`src/shared/slogr_pkg.sv`:
```
// Constants, types and register map of the source event logger
package slogr_pkg;

  // ==========================================================
  // Timing and sizes
  localparam int CLK_MHZ = 125;
  localparam int NUM_EV = 22;
  localparam int LOG_DEPTH_DEF = 99;
  localparam int LCD_DEPTH_DEF = 20;
  localparam logic [7:0] NLOSS_PCT = 8'h14;
  localparam logic [7:0] UNBAL_THR_RST = 8'h05;

  // ==========================================================
  // Register offsets
  localparam logic [7:0] REG_ENABLE = 8'h00;
  localparam logic [7:0] REG_CFG = 8'h04;
  localparam logic [7:0] REG_STATUS = 8'h08;
  localparam logic [7:0] REG_SEL_LCD = 8'h0C;
  localparam logic [7:0] REG_SEL_MB = 8'h10;
  localparam logic [7:0] REG_LOG_TS = 8'h14;
  localparam logic [7:0] REG_LOG_INFO = 8'h18;

  // Field positions
  localparam int CFG_THR_LSB = 0;
  localparam int CFG_NSEQ_LSB = 8;
  localparam int STAT_COUNT_LSB = 0;
  localparam int STAT_WARN31_BIT = 8;
  localparam int STAT_LED0_LSB = 12;
  localparam int STAT_LED1_LSB = 14;
  localparam int INFO_CODE_LSB = 0;
  localparam int INFO_STAT_LSB = 8;
  localparam int INFO_MODE_LSB = 16;
  localparam int INFO_VALID_BIT = 31;

  // ==========================================================
  // Event indices; from EV_UNBAL on, pairs are source one then source two
  localparam int EV_GEN_LOST = 0;
  localparam int EV_GEN_FAIL = 1;
  localparam int EV_ONLOAD = 2;
  localparam int EV_OFFLOAD = 3;
  localparam int EV_UNBAL = 4;
  localparam int EV_NSEQ = 6;
  localparam int EV_NLOSS = 8;
  localparam int EV_UV = 10;
  localparam int EV_OV = 12;
  localparam int EV_NOV = 14;
  localparam int EV_UF = 16;
  localparam int EV_OF = 18;
  localparam int EV_REC = 20;

  localparam logic [7:0] CODE_GEN_LOST = 8'h1E;
  localparam logic [7:0] CODE_TEST = 8'h28;
  localparam logic [7:0] CODE_UNBAL = 8'h32;
  localparam logic [7:0] CODE_NSEQ = 8'h34;
  localparam logic [7:0] CODE_NLOSS = 8'h36;
  localparam logic [7:0] CODE_UV = 8'h46;
  localparam logic [7:0] CODE_OV = 8'h48;
  localparam logic [7:0] CODE_NOV = 8'h4A;
  localparam logic [7:0] CODE_UF = 8'h4C;
  localparam logic [7:0] CODE_OF = 8'h4E;
  localparam logic [7:0] CODE_REC = 8'h50;

  localparam logic [NUM_EV-1:0] ALWAYS_MASK = 22'h30CC0C;
  localparam logic [NUM_EV-1:0] ENABLE_RST = 22'h30CCCC;
  localparam logic [NUM_EV-1:0] POPUP_MASK = 22'h0000FF;
  localparam logic [NUM_EV-1:0] BLINK_MASK = 22'h0F3F00;
  localparam logic [NUM_EV-1:0] OFF_MASK = 22'h00C000;
  localparam logic [NUM_EV-1:0] ON_MASK = 22'h300000;

  // ==========================================================
  // Types
  typedef enum logic [1:0] {SLOGR_LED_OFF, SLOGR_LED_ON, SLOGR_LED_BLINK} slogr_led_t;

  typedef struct packed {
    logic [7:0] unbal_pct;
    logic connected;
    logic neutral_seq;
    logic undervolt;
    logic overvolt;
    logic no_volt;
    logic underfreq;
    logic overfreq;
    logic recovered;
    logic in_range;
  } slogr_src_t;

  typedef struct packed {
    logic [7:0] addr;
    logic [31:0] wdata;
    logic we;
    logic re;
  } slogr_req_t;

  typedef struct packed {
    logic [31:0] ts;
    logic [7:0] code;
    logic [3:0] src_status;
    logic [2:0] mode;
  } slogr_entry_t;

  typedef struct packed {
    logic [NUM_EV-1:0] en;
    logic [7:0] thr;
    logic [1:0] nseq_cfg;
    logic [NUM_EV-1:0] prev;
    logic [NUM_EV-1:0] pend;
    logic [31:0] tmr;
    logic tmr_run;
    logic gstart_prev;
    logic warn31;
    logic [6:0] wr_ptr;
    logic [6:0] count;
    logic [6:0] sel_age;
    logic sel_lcd;
    slogr_led_t [1:0] led;
    logic [7:0] bar_code;
    logic popup;
    logic [31:0] rdata;
  } slogr_state_t;

  // Event index to code; each pair of indices has consecutive codes
  function automatic logic [7:0] slogr_code(input int idx);
    logic [7:0] base;
    case (idx / 2)
      0: base = CODE_GEN_LOST;
      1: base = CODE_TEST;
      2: base = CODE_UNBAL;
      3: base = CODE_NSEQ;
      4: base = CODE_NLOSS;
      5: base = CODE_UV;
      6: base = CODE_OV;
      7: base = CODE_NOV;
      8: base = CODE_UF;
      9: base = CODE_OF;
      default: base = CODE_REC;
    endcase
    return base + 8'(idx % 2);
  endfunction : slogr_code

endpackage : slogr_pkg

```
`src/hdl/slogr_top.sv`:
```
// Source event logger: detection, circular log, LED and display outputs, register port
//
// The register offsets and the address-and-strobe port were left to the implementer.
`timescale 1ns/100ps
module slogr_top #(
  parameter int READY_WAIT_US = 1000,
  parameter int LOG_DEPTH = slogr_pkg::LOG_DEPTH_DEF,
  parameter int LCD_DEPTH = slogr_pkg::LCD_DEPTH_DEF
) (
  // Clock and reset
  input wire logic clk,
  input wire logic rst,
  // Register port
  input wire slogr_pkg::slogr_req_t req,
  output logic [31:0] rdata,
  // Source conditions
  input wire slogr_pkg::slogr_src_t [1:0] src,
  input wire logic alt_lost,
  input wire logic gen_start,
  input wire logic gen_ready,
  input wire logic onload_test_fail,
  input wire logic offload_test_fail,
  // Entry context
  input wire logic [31:0] time_now,
  input wire logic [3:0] source_status,
  input wire logic [2:0] transfer_mode,
  // Indication
  output slogr_pkg::slogr_led_t [1:0] led_mode,
  output logic [7:0] bar_code,
  output logic alarm_popup,
  output logic gen_fail_warn,
  output logic [6:0] log_count
);
  import slogr_pkg::*;

  localparam int READY_WAIT_CYC = READY_WAIT_US * CLK_MHZ;

  if (LOG_DEPTH < 2 || LOG_DEPTH > 127 || LCD_DEPTH < 1 || LCD_DEPTH > LOG_DEPTH || READY_WAIT_US < 1)
  begin : g_bad_param
    $error("slogr_top: unsupported parameter values");
  end

  // ==========================================================
  // State
  slogr_state_t s_q;
  slogr_state_t s_d;
  // No reset on purpose; reset clears count and wr_ptr, so old entries are no longer readable
  slogr_entry_t log_mem [LOG_DEPTH];
  logic log_we;
  slogr_entry_t log_wdata;
  logic [NUM_EV-1:0] cond;
  logic [NUM_EV-1:0] edge_set;
  logic [NUM_EV-1:0] en_eff;
  logic tmr_expire;
  logic gen_fail_set;
  logic pick_valid;
  int pick;
  logic [6:0] rd_idx;
  logic rd_valid;
  slogr_entry_t rd_entry;

  // ==========================================================
  // Condition levels per source
  always_comb
  begin
    cond = '0;
    cond[EV_GEN_LOST] = alt_lost;
    cond[EV_ONLOAD] = onload_test_fail;
    cond[EV_OFFLOAD] = offload_test_fail;
    for (int k = 0; k < 2; k++)
    begin
      cond[EV_UNBAL + k] = src[k].connected && (src[k].unbal_pct > s_q.thr);
      cond[EV_NSEQ + k] = src[k].neutral_seq != s_q.nseq_cfg[k];
      cond[EV_NLOSS + k] = src[k].connected && (src[k].unbal_pct > NLOSS_PCT);
      cond[EV_UV + k] = src[k].undervolt;
      cond[EV_OV + k] = src[k].overvolt;
      cond[EV_NOV + k] = src[k].no_volt;
      cond[EV_UF + k] = src[k].underfreq;
      cond[EV_OF + k] = src[k].overfreq;
      cond[EV_REC + k] = src[k].recovered;
    end
  end

  assign en_eff = s_q.en | ALWAYS_MASK;
  assign tmr_expire = s_q.tmr_run && (s_q.tmr == '0);
  assign gen_fail_set = tmr_expire && !gen_ready && en_eff[EV_GEN_FAIL];

  always_comb
  begin
    edge_set = cond & ~s_q.prev & en_eff;
    edge_set[EV_GEN_FAIL] = gen_fail_set;
  end

  // Lowest pending index goes first, one entry per cycle
  always_comb
  begin
    pick = 0;
    pick_valid = 1'b0;
    for (int i = NUM_EV - 1; i >= 0; i--)
    begin
      if (s_q.pend[i])
      begin
        pick = i;
        pick_valid = 1'b1;
      end
    end
  end

  // ==========================================================
  // Log read selection, age zero is the newest entry
  always_comb
  begin
    int t;
    t = int'(s_q.wr_ptr) - 1 - int'(s_q.sel_age);
    if (t < 0)
    begin
      t = t + LOG_DEPTH;
    end
    rd_idx = 7'(t);
    rd_valid = (s_q.sel_age < s_q.count) && (!s_q.sel_lcd || (int'(s_q.sel_age) < LCD_DEPTH));
    rd_entry = log_mem[rd_idx];
  end

  // ==========================================================
  // Next state
  always_comb
  begin
    s_d = s_q;
    s_d.popup = 1'b0;
    s_d.prev = cond;
    log_we = 1'b0;
    log_wdata = '0;

    // Ready wait timer
    s_d.gstart_prev = gen_start;
    if (gen_start && !s_q.gstart_prev)
    begin
      s_d.tmr_run = 1'b1;
      s_d.tmr = 32'(READY_WAIT_CYC - 1);
    end
    else if (s_q.tmr_run)
    begin
      if (gen_ready || tmr_expire)
      begin
        s_d.tmr_run = 1'b0;
      end
      else
      begin
        s_d.tmr = s_q.tmr - 32'h1;
      end
    end

    // Set wins over clear
    if (src[0].in_range || src[1].in_range)
    begin
      s_d.warn31 = 1'b0;
    end
    if (gen_fail_set)
    begin
      s_d.warn31 = 1'b1;
    end

    // Logging and indication
    if (pick_valid)
    begin
      log_we = 1'b1;
      log_wdata.ts = time_now;
      log_wdata.code = slogr_code(pick);
      log_wdata.src_status = source_status;
      log_wdata.mode = transfer_mode;
      s_d.wr_ptr = (int'(s_q.wr_ptr) == LOG_DEPTH - 1) ? 7'h00 : s_q.wr_ptr + 7'h01;
      if (int'(s_q.count) < LOG_DEPTH)
      begin
        s_d.count = s_q.count + 7'h01;
      end
      if (POPUP_MASK[pick])
      begin
        s_d.popup = 1'b1;
        s_d.bar_code = slogr_code(pick);
      end
      if (OFF_MASK[pick])
      begin
        s_d.led[pick % 2] = SLOGR_LED_OFF;
      end
      if (BLINK_MASK[pick])
      begin
        s_d.led[pick % 2] = SLOGR_LED_BLINK;
      end
      if (ON_MASK[pick])
      begin
        s_d.led[pick % 2] = SLOGR_LED_ON;
      end
    end
    s_d.pend = (s_q.pend & ~(pick_valid ? (NUM_EV'(1) << pick) : '0)) | edge_set;

    // Register writes; nothing here touches the log
    if (req.we)
    begin
      case (req.addr)
        REG_ENABLE: s_d.en = req.wdata[NUM_EV-1:0];
        REG_CFG:
        begin
          s_d.thr = req.wdata[CFG_THR_LSB +: 8];
          s_d.nseq_cfg = req.wdata[CFG_NSEQ_LSB +: 2];
        end
        REG_SEL_LCD:
        begin
          s_d.sel_age = req.wdata[6:0];
          s_d.sel_lcd = 1'b1;
        end
        REG_SEL_MB:
        begin
          s_d.sel_age = req.wdata[6:0];
          s_d.sel_lcd = 1'b0;
        end
        default: s_d.sel_lcd = s_q.sel_lcd;
      endcase
    end

    // Read data stands in the cycle after the strobe only
    s_d.rdata = '0;
    if (req.re)
    begin
      case (req.addr)
        REG_ENABLE: s_d.rdata = 32'(en_eff);
        REG_CFG: s_d.rdata = 32'({s_q.nseq_cfg, s_q.thr});
        REG_STATUS:
        begin
          s_d.rdata[STAT_COUNT_LSB +: 7] = s_q.count;
          s_d.rdata[STAT_WARN31_BIT] = s_q.warn31;
          s_d.rdata[STAT_LED0_LSB +: 2] = s_q.led[0];
          s_d.rdata[STAT_LED1_LSB +: 2] = s_q.led[1];
        end
        REG_SEL_LCD: s_d.rdata = 32'({s_q.sel_lcd, s_q.sel_age});
        REG_SEL_MB: s_d.rdata = 32'({s_q.sel_lcd, s_q.sel_age});
        REG_LOG_TS: s_d.rdata = rd_valid ? rd_entry.ts : 32'h0;
        REG_LOG_INFO:
        begin
          if (rd_valid)
          begin
            s_d.rdata[INFO_CODE_LSB +: 8] = rd_entry.code;
            s_d.rdata[INFO_STAT_LSB +: 4] = rd_entry.src_status;
            s_d.rdata[INFO_MODE_LSB +: 3] = rd_entry.mode;
            s_d.rdata[INFO_VALID_BIT] = 1'b1;
          end
        end
        default: s_d.rdata = '0;
      endcase
    end
  end

  always_ff @(posedge clk or posedge rst)
  begin
    if (rst)
    begin
      s_q <= '0;
      s_q.en <= ENABLE_RST;
      s_q.thr <= UNBAL_THR_RST;
      s_q.led <= '{SLOGR_LED_OFF, SLOGR_LED_OFF};
    end
    else
    begin
      s_q <= s_d;
    end
  end

  always_ff @(posedge clk)
  begin
    if (log_we)
    begin
      log_mem[s_q.wr_ptr] <= log_wdata;
    end
  end

  // ==========================================================
  // Outputs
  assign rdata = s_q.rdata;
  assign led_mode = s_q.led;
  assign bar_code = s_q.bar_code;
  assign alarm_popup = s_q.popup;
  assign gen_fail_warn = s_q.warn31;
  assign log_count = s_q.count;

  // ==========================================================
  // Checks
  property p_count_cap;
    @(posedge clk) disable iff (rst) int'(s_q.count) <= LOG_DEPTH;
  endproperty
  a_count_cap: assert property (p_count_cap) else $error("log count above depth");

  property p_wrap;
    @(posedge clk) disable iff (rst) (log_we && int'(s_q.wr_ptr) == LOG_DEPTH - 1) |=> (s_q.wr_ptr == 7'h00);
  endproperty
  a_wrap: assert property (p_wrap) else $error("write pointer did not wrap");

  property p_gen_fail;
    @(posedge clk) disable iff (rst)
      (tmr_expire && !gen_ready && s_q.en[EV_GEN_FAIL]) |=> (s_q.pend[EV_GEN_FAIL] && s_q.warn31);
  endproperty
  a_gen_fail: assert property (p_gen_fail) else $error("generator start failure not raised");

  property p_gen_clear;
    @(posedge clk) disable iff (rst) ((src[0].in_range || src[1].in_range) && !gen_fail_set) |=> !s_q.warn31;
  endproperty
  a_gen_clear: assert property (p_gen_clear) else $error("generator start failure not cleared");

  property p_uv_always;
    @(posedge clk) disable iff (rst) $rose(src[0].undervolt) ##1 s_q.prev[EV_UV] |-> s_q.pend[EV_UV];
  endproperty
  a_uv_always: assert property (p_uv_always) else $error("undervoltage event lost");

  property p_led_off;
    @(posedge clk) disable iff (rst) (log_we && log_wdata.code == CODE_NOV) |=> (led_mode[0] == SLOGR_LED_OFF);
  endproperty
  a_led_off: assert property (p_led_off) else $error("no voltage LED not off");

  property p_blink;
    @(posedge clk) disable iff (rst)
      (log_we && log_wdata.code == CODE_NLOSS) |=> (led_mode[0] == SLOGR_LED_BLINK && $stable(bar_code) && !alarm_popup);
  endproperty
  a_blink: assert property (p_blink) else $error("neutral loss indication wrong");

  property p_popup;
    @(posedge clk) disable iff (rst)
      (log_we && log_wdata.code == CODE_UNBAL) |=> (alarm_popup && bar_code == CODE_UNBAL)
        ##1 (alarm_popup == $past(log_we && POPUP_MASK[pick]));
  endproperty
  a_popup: assert property (p_popup) else $error("alarm screen not popped");

  // Recovery of the second source must light its LED steadily
  property p_led_on;
    @(posedge clk) disable iff (rst)
      (log_we && log_wdata.code == CODE_REC + 8'h01) |=> (led_mode[1] == SLOGR_LED_ON);
  endproperty
  a_led_on: assert property (p_led_on) else $error("recovery LED not on");

  property p_ov_dropped;
    @(posedge clk) disable iff (rst)
      (cond[EV_OV] && !en_eff[EV_OV] && !s_q.pend[EV_OV]) |=> !s_q.pend[EV_OV];
  endproperty
  a_ov_dropped: assert property (p_ov_dropped) else $error("disabled overvoltage event kept");

  property p_nseq;
    @(posedge clk) disable iff (rst)
      ((src[1].neutral_seq != s_q.nseq_cfg[1]) && !s_q.prev[EV_NSEQ + 1] && en_eff[EV_NSEQ + 1])
        |=> s_q.pend[EV_NSEQ + 1];
  endproperty
  a_nseq: assert property (p_nseq) else $error("neutral sequence warning lost");

  property p_lcd_limit;
    @(posedge clk) disable iff (rst)
      (req.re && req.addr == REG_LOG_INFO && s_q.sel_lcd && int'(s_q.sel_age) >= LCD_DEPTH) |=> (rdata == 32'h0);
  endproperty
  a_lcd_limit: assert property (p_lcd_limit) else $error("display path read beyond window");

  property p_count_grow;
    @(posedge clk) disable iff (rst)
      (log_we && int'(s_q.count) < LOG_DEPTH) |=> (s_q.count == $past(s_q.count) + 7'h01);
  endproperty
  a_count_grow: assert property (p_count_grow) else $error("log count did not grow");

endmodule : slogr_top

```
`config.mk`:
```
export PLATFORM = sky130hd
export DESIGN_NAME = slogr_top
export DESIGN_NICKNAME = d
export VERILOG_FILES = /design/src/shared/slogr_pkg.sv /design/src/hdl/slogr_top.sv
export SDC_FILE = /design/constraint.sdc
export NUM_CORES = 2
export LEC_CHECK = 0
export BUFFER_PORTS_ARGS = -buffer_cell sky130_fd_sc_hd__buf_4
export CAP_MARGIN = 15
export CORE_ASPECT_RATIO = 0.9
export CORE_MARGIN = 2
export CORE_UTILIZATION = 30
export DETAILED_ROUTE_END_ITERATION = 6
export GPL_TIMING_DRIVEN = 0
export PLACE_DENSITY = 0.48
export REMOVE_ABC_BUFFERS = 1
export SLEW_MARGIN = 20
export SYNTH_ARGS = -nofsm -noshare
export SYNTH_HDL_FRONTEND = slang
export SYNTH_MEMORY_MAX_BITS = 65536
export SYNTH_SLANG_ARGS = --single-unit
```
`constraint.sdc`:
```
create_clock -name clk -period 12.3 [get_ports clk]
set_clock_uncertainty 0.05 [all_clocks]
set_input_delay 1.23 -clock clk [delete_from_list [all_inputs] [get_ports clk]]
set_output_delay 1.23 -clock clk [all_outputs]
set_load 0.02 [all_outputs]
```
==> summary.md <==
| Metric | Value |
|---|---|
| Total setup violations reported at the end of the flow | 0 |
| Final nets | 14900 |
| Worst hold path type | in -> async |
| Number of warnings issued by yosys | 0 |
| Avg WL per Cell | between 30 and 40 um |
| Most frequent cell after synthesis | sky130_fd_sc_hd__edfxtp_1 |
| RSZ-0062 raised after global routing | no |
| Post-CTS Hold Buffers | 0 |
| CTS Root Buffer Type | sky130_fd_sc_hd__clkbuf_16 |
| WS Path Type | reg -> reg |
| Number of placement rows | 278 |
| Post-synthesis sequential area ratio | 73.3% |
| Number of different library cells in the post-synthesis netlist | 116 |
| Area growth from synthesis to layout | 23.6% |
| Slowest stage delay, CP | 0.81 ns |
| Most area-consuming cells after synthesis | sky130_fd_sc_hd__edfxtp_1 (71%), sky130_fd_sc_hd__nand2_1 (6.7%), sky130_fd_sc_hd__nand3_1 (3.7%) |
| Detailed-route via count | around 130k |
| Placed standard-cell area | 223000 um2 |
| Clock H-tree levels | 5 |
| Maximum fanout encountered on the critical timing path | 21 |
| Wire length the detailed router placed on met1 | 317000 um |
| Antenna violation net count after detailed routing | 0 |
| Met3 Wirelength | 75300 um |
| Top-area cell type share of the netlist area | 71.1% |
| Slew @ Worst Pin | 1.33 ns |
| Area taken by flip-flops and latches | 141000 um2 |
| Count of pins over their slew limit | 0 |
| Total Neg Setup Slack | 0 ns |
| Number of synthesized flops with an enable pin | roughly 4600 |
| Status | complete, no violations |
| Drt drc | 0 |
| Most common cell type on the critical path | sky130_fd_sc_hd__buf_16 |
| Width of the die | 848 um |
| Via count of the first global-routing pass | 120000 |
| Initial antenna violation count | 64 |
| IR Drop Worst-Case VDD | roughly 150 uV |
| Cell Pwr Density | 191 nW/um2 |
| Yosys reg bits | ~4700 |
| Hold Fails Final Rpt | 0 |
| Launching element type of the critical path | register |
| Arrival time of the worst setup path | 10.03 ns |
| Post-CTS Repair Setup Buffers | 0 |
| Number of clock buffers inserted by TritonCTS | 465 |
| DR pass1 iterations | 7 |
| Highest Signal Layer | met5 |
| Pin count of the biggest net entering global routing | 69 |
| Port bufs | 157 |
| Total area of multi-input combinational cells | roughly 48000 um2 |
| Clock tree sinks | roughly 4700 |
| FFs w/ async S/R, synth | ~3.6% |
| Fill cells | just under 60000 |
| Design area | 238000 um2 |
| Final Non-Filler Cells | around 24000 |
| Post-synthesis cell count | 14100 |
| Final period utilization | approximately three quarters |
| Die ar. | 647000 um2 |
| Number of design-rule violations left by the first detailed-router iteration | between 15000 and 20000 |
| Final critical delay including setup and external delays | 9.32 ns |
| Crit path capture type | register |
| Maxcap violations | 0 |
| CP Data Required Time | 13.01 ns |
| Number of instances resized during post-cts repair | 0 |
| Top cells by instance count after synthesis | sky130_fd_sc_hd__edfxtp_1 (4554), sky130_fd_sc_hd__nand2_1 (3429), sky130_fd_sc_hd__nand3_1 (1438), sky130_fd_sc_hd__buf_2 (540), sky130_fd_sc_hd__mux2i_1 (474) |
| Crit path max-delay cell type | sky130_fd_sc_hd__a31oi_2 |
| Aggregate global routing overflow | 0 |
| Clock tree from TritonCTS | done |
| Setup slack on the worst flop-to-flop path | 2.98 ns |
| Smallest hold slack | 0.142 ns |
| Maximum clock path buffer count | 4 |
| Core Box Area | 638000 um2 |
| Total Routing Usage GR | 22.4% |
| Remaining max-slew budget at the tightest pin | between 10 and 15% |
| Placer's final routability congestion estimate | 0.806 |
| Mapped cell area | 192000 um2 |
| Cell type with the highest aggregate area in the netlist | sky130_fd_sc_hd__edfxtp_1 |
| Tot Pwr | 0.0453 W |
| Final routed wirelength across all metal layers | 753000 um |
| First-pass GRT wire length | 1020000 um |
| Count of boundary I/O pins | 175 |
| Skew-Pair Late Insertion Delay | about 1.1 ns |
| Leak | 80.0 nW |
| Ratio of cells with drive above 1 in the final layout | 14.8% |
| Die Span Y | 763 um |
| Max Clock Freq | 107 MHz |
| Initial cell density of the core | 30.2% |
| Predominant post-synthesis flop cell | sky130_fd_sc_hd__edfxtp_1 |
| Worst Reg2Reg Path Length in Cells | 25 |
| DR WL met2 | between 300000 and 400000 um |
| Clock transition at the register clock pins on the worst setup and hold paths after CTS | roughly 0.070 ns |
| Mean post-synth cell area | 13.6 um2 |
| DPL Wire Length | 516000 um |
| Number of vias per cell | 5.53 |
| Placed Cells incl. Taps | 22800 |
[final timing paths]
path / startpoint / end
min reg2reg: s_q[144] / s_q[122]
min in group clk: offload_test_fail / s_q[127]
max: s_q[62] / rdata[18]
max in group asynchronous: rst / rdata[20]
max reg2reg: s_q[62] / rdata[18]
min: rst / bar_code[3]
[routing by layer]
| metal | up-vias | track usage (%) |
|---|---|---|
| met4 | 22 | 8.04 |
| met2 | 6752 | 33.6 |
| met5 | - | 0 |
| met1 | 68000 | 32.0 |
| li1 | 54900 | - |
| met3 | 1316 | 4.99 |
[layout by cell type, fill, tap and decap left out, types with 71 or more instances in the layout]
cell / count
sky130_fd_sc_hd__clkinv_2: 78
sky130_fd_sc_hd__clkbuf_16: 474
sky130_fd_sc_hd__buf_6: 107
sky130_fd_sc_hd__nand4_1: 99
sky130_fd_sc_hd__buf_4: 183
sky130_fd_sc_hd__a31oi_1: 229
sky130_fd_sc_hd__a221oi_1: 120
sky130_fd_sc_hd__o21ai_0: 201
sky130_fd_sc_hd__dfrtp_1: 164
sky130_fd_sc_hd__a32oi_1: 153
sky130_fd_sc_hd__nor2_4: 116
sky130_fd_sc_hd__a21oi_1: 269
sky130_fd_sc_hd__nor2_1: 146
sky130_fd_sc_hd__a311oi_1: 212
sky130_fd_sc_hd__nand2_1: 3413
sky130_fd_sc_hd__clkinv_1: 120
sky130_fd_sc_hd__nand3_1: 1426
sky130_fd_sc_hd__buf_12: 306
sky130_fd_sc_hd__o22ai_1: 181
sky130_fd_sc_hd__buf_16: 493
sky130_fd_sc_hd__and3_1: 151
sky130_fd_sc_hd__edfxtp_1: 4554
sky130_fd_sc_hd__clkbuf_1: 112
sky130_fd_sc_hd__a22oi_1: 71
sky130_fd_sc_hd__nor3_1: 86
sky130_fd_sc_hd__mux2i_1: 473
[report_power, final]
| part | internal, W | leakage (nW) | switching (W) | total (W) |
|---|---|---|---|---|
| clock network | 0.00780 | 7.21 | 0.00641 | 0.0142 |
| logic | 0.00424 | 29.7 | 0.00840 | 0.0126 |
| registers | 0.0184 | 43.1 | 0.0000552 | 0.0185 |
[area by class of cell]
class	count	share of cell area (%)
diodes	18	0.0190
clock buffers	604	5.26
clock inverters	258	0.928
inverters	57	0.0964
multi-input cells	8318	20.1
flip-flops and latches	4722	59.3
well taps	8540	4.50
repair buffers	1158	9.76
[logic make-up (layout without fill, tap and decap cells)]
kind of cell               count (synthesis)  count (layout)  share of synthesized area, %
xor gates and xnor gates                  44              44                         0.218
DFF                                     4722            4722                          73.3
muxes                                    549             549                          3.06
AOI/OAI and AO/OA                       1967            1967                          7.44
adders and majority gates                 44              44                         0.290
buffers and inverters                   1047            2077                          2.79
other                                      1              19                       0.00195
and+or+nand+nor                         5713            5713                          12.9
[sequential cells by signal (all words and copies together), names as in the netlist, named ones only]
signal / count
en_eff: 14
log_count: 7
s_q: 102
bar_code: 7
alarm_popup: 1
gen_fail_warn: 1
log_mem: 4554
rdata: 32
[critical path, delay by kind of cell, from the launching register on]
| family | cells | cell delay (ns) |
|---|---|---|
| AOI/OAI and AO/OA | 9 | 3.53 |
| DFF | 1 | 0.57 |
| adders and majority gates | 1 | 0.40 |
| xor gates and xnor gates | 1 | 0.30 |
| buffers and inverters | 10 | 1.98 |
| and+or+nand+nor | 4 | 1.89 |
[metrics by stage]
stage / util [%] / worst slack, ns
3_5_place_dp: 34.9 / 3.61
6_report: 37.3 / 2.98
4_1_cts: 37.3 / 3.57
5_1_grt: 37.3 / 3.01
2_1_floorplan: - / -27.49
3_3_place_gp: 31.2 / -118.58
(Power assumes the default switching activity.)
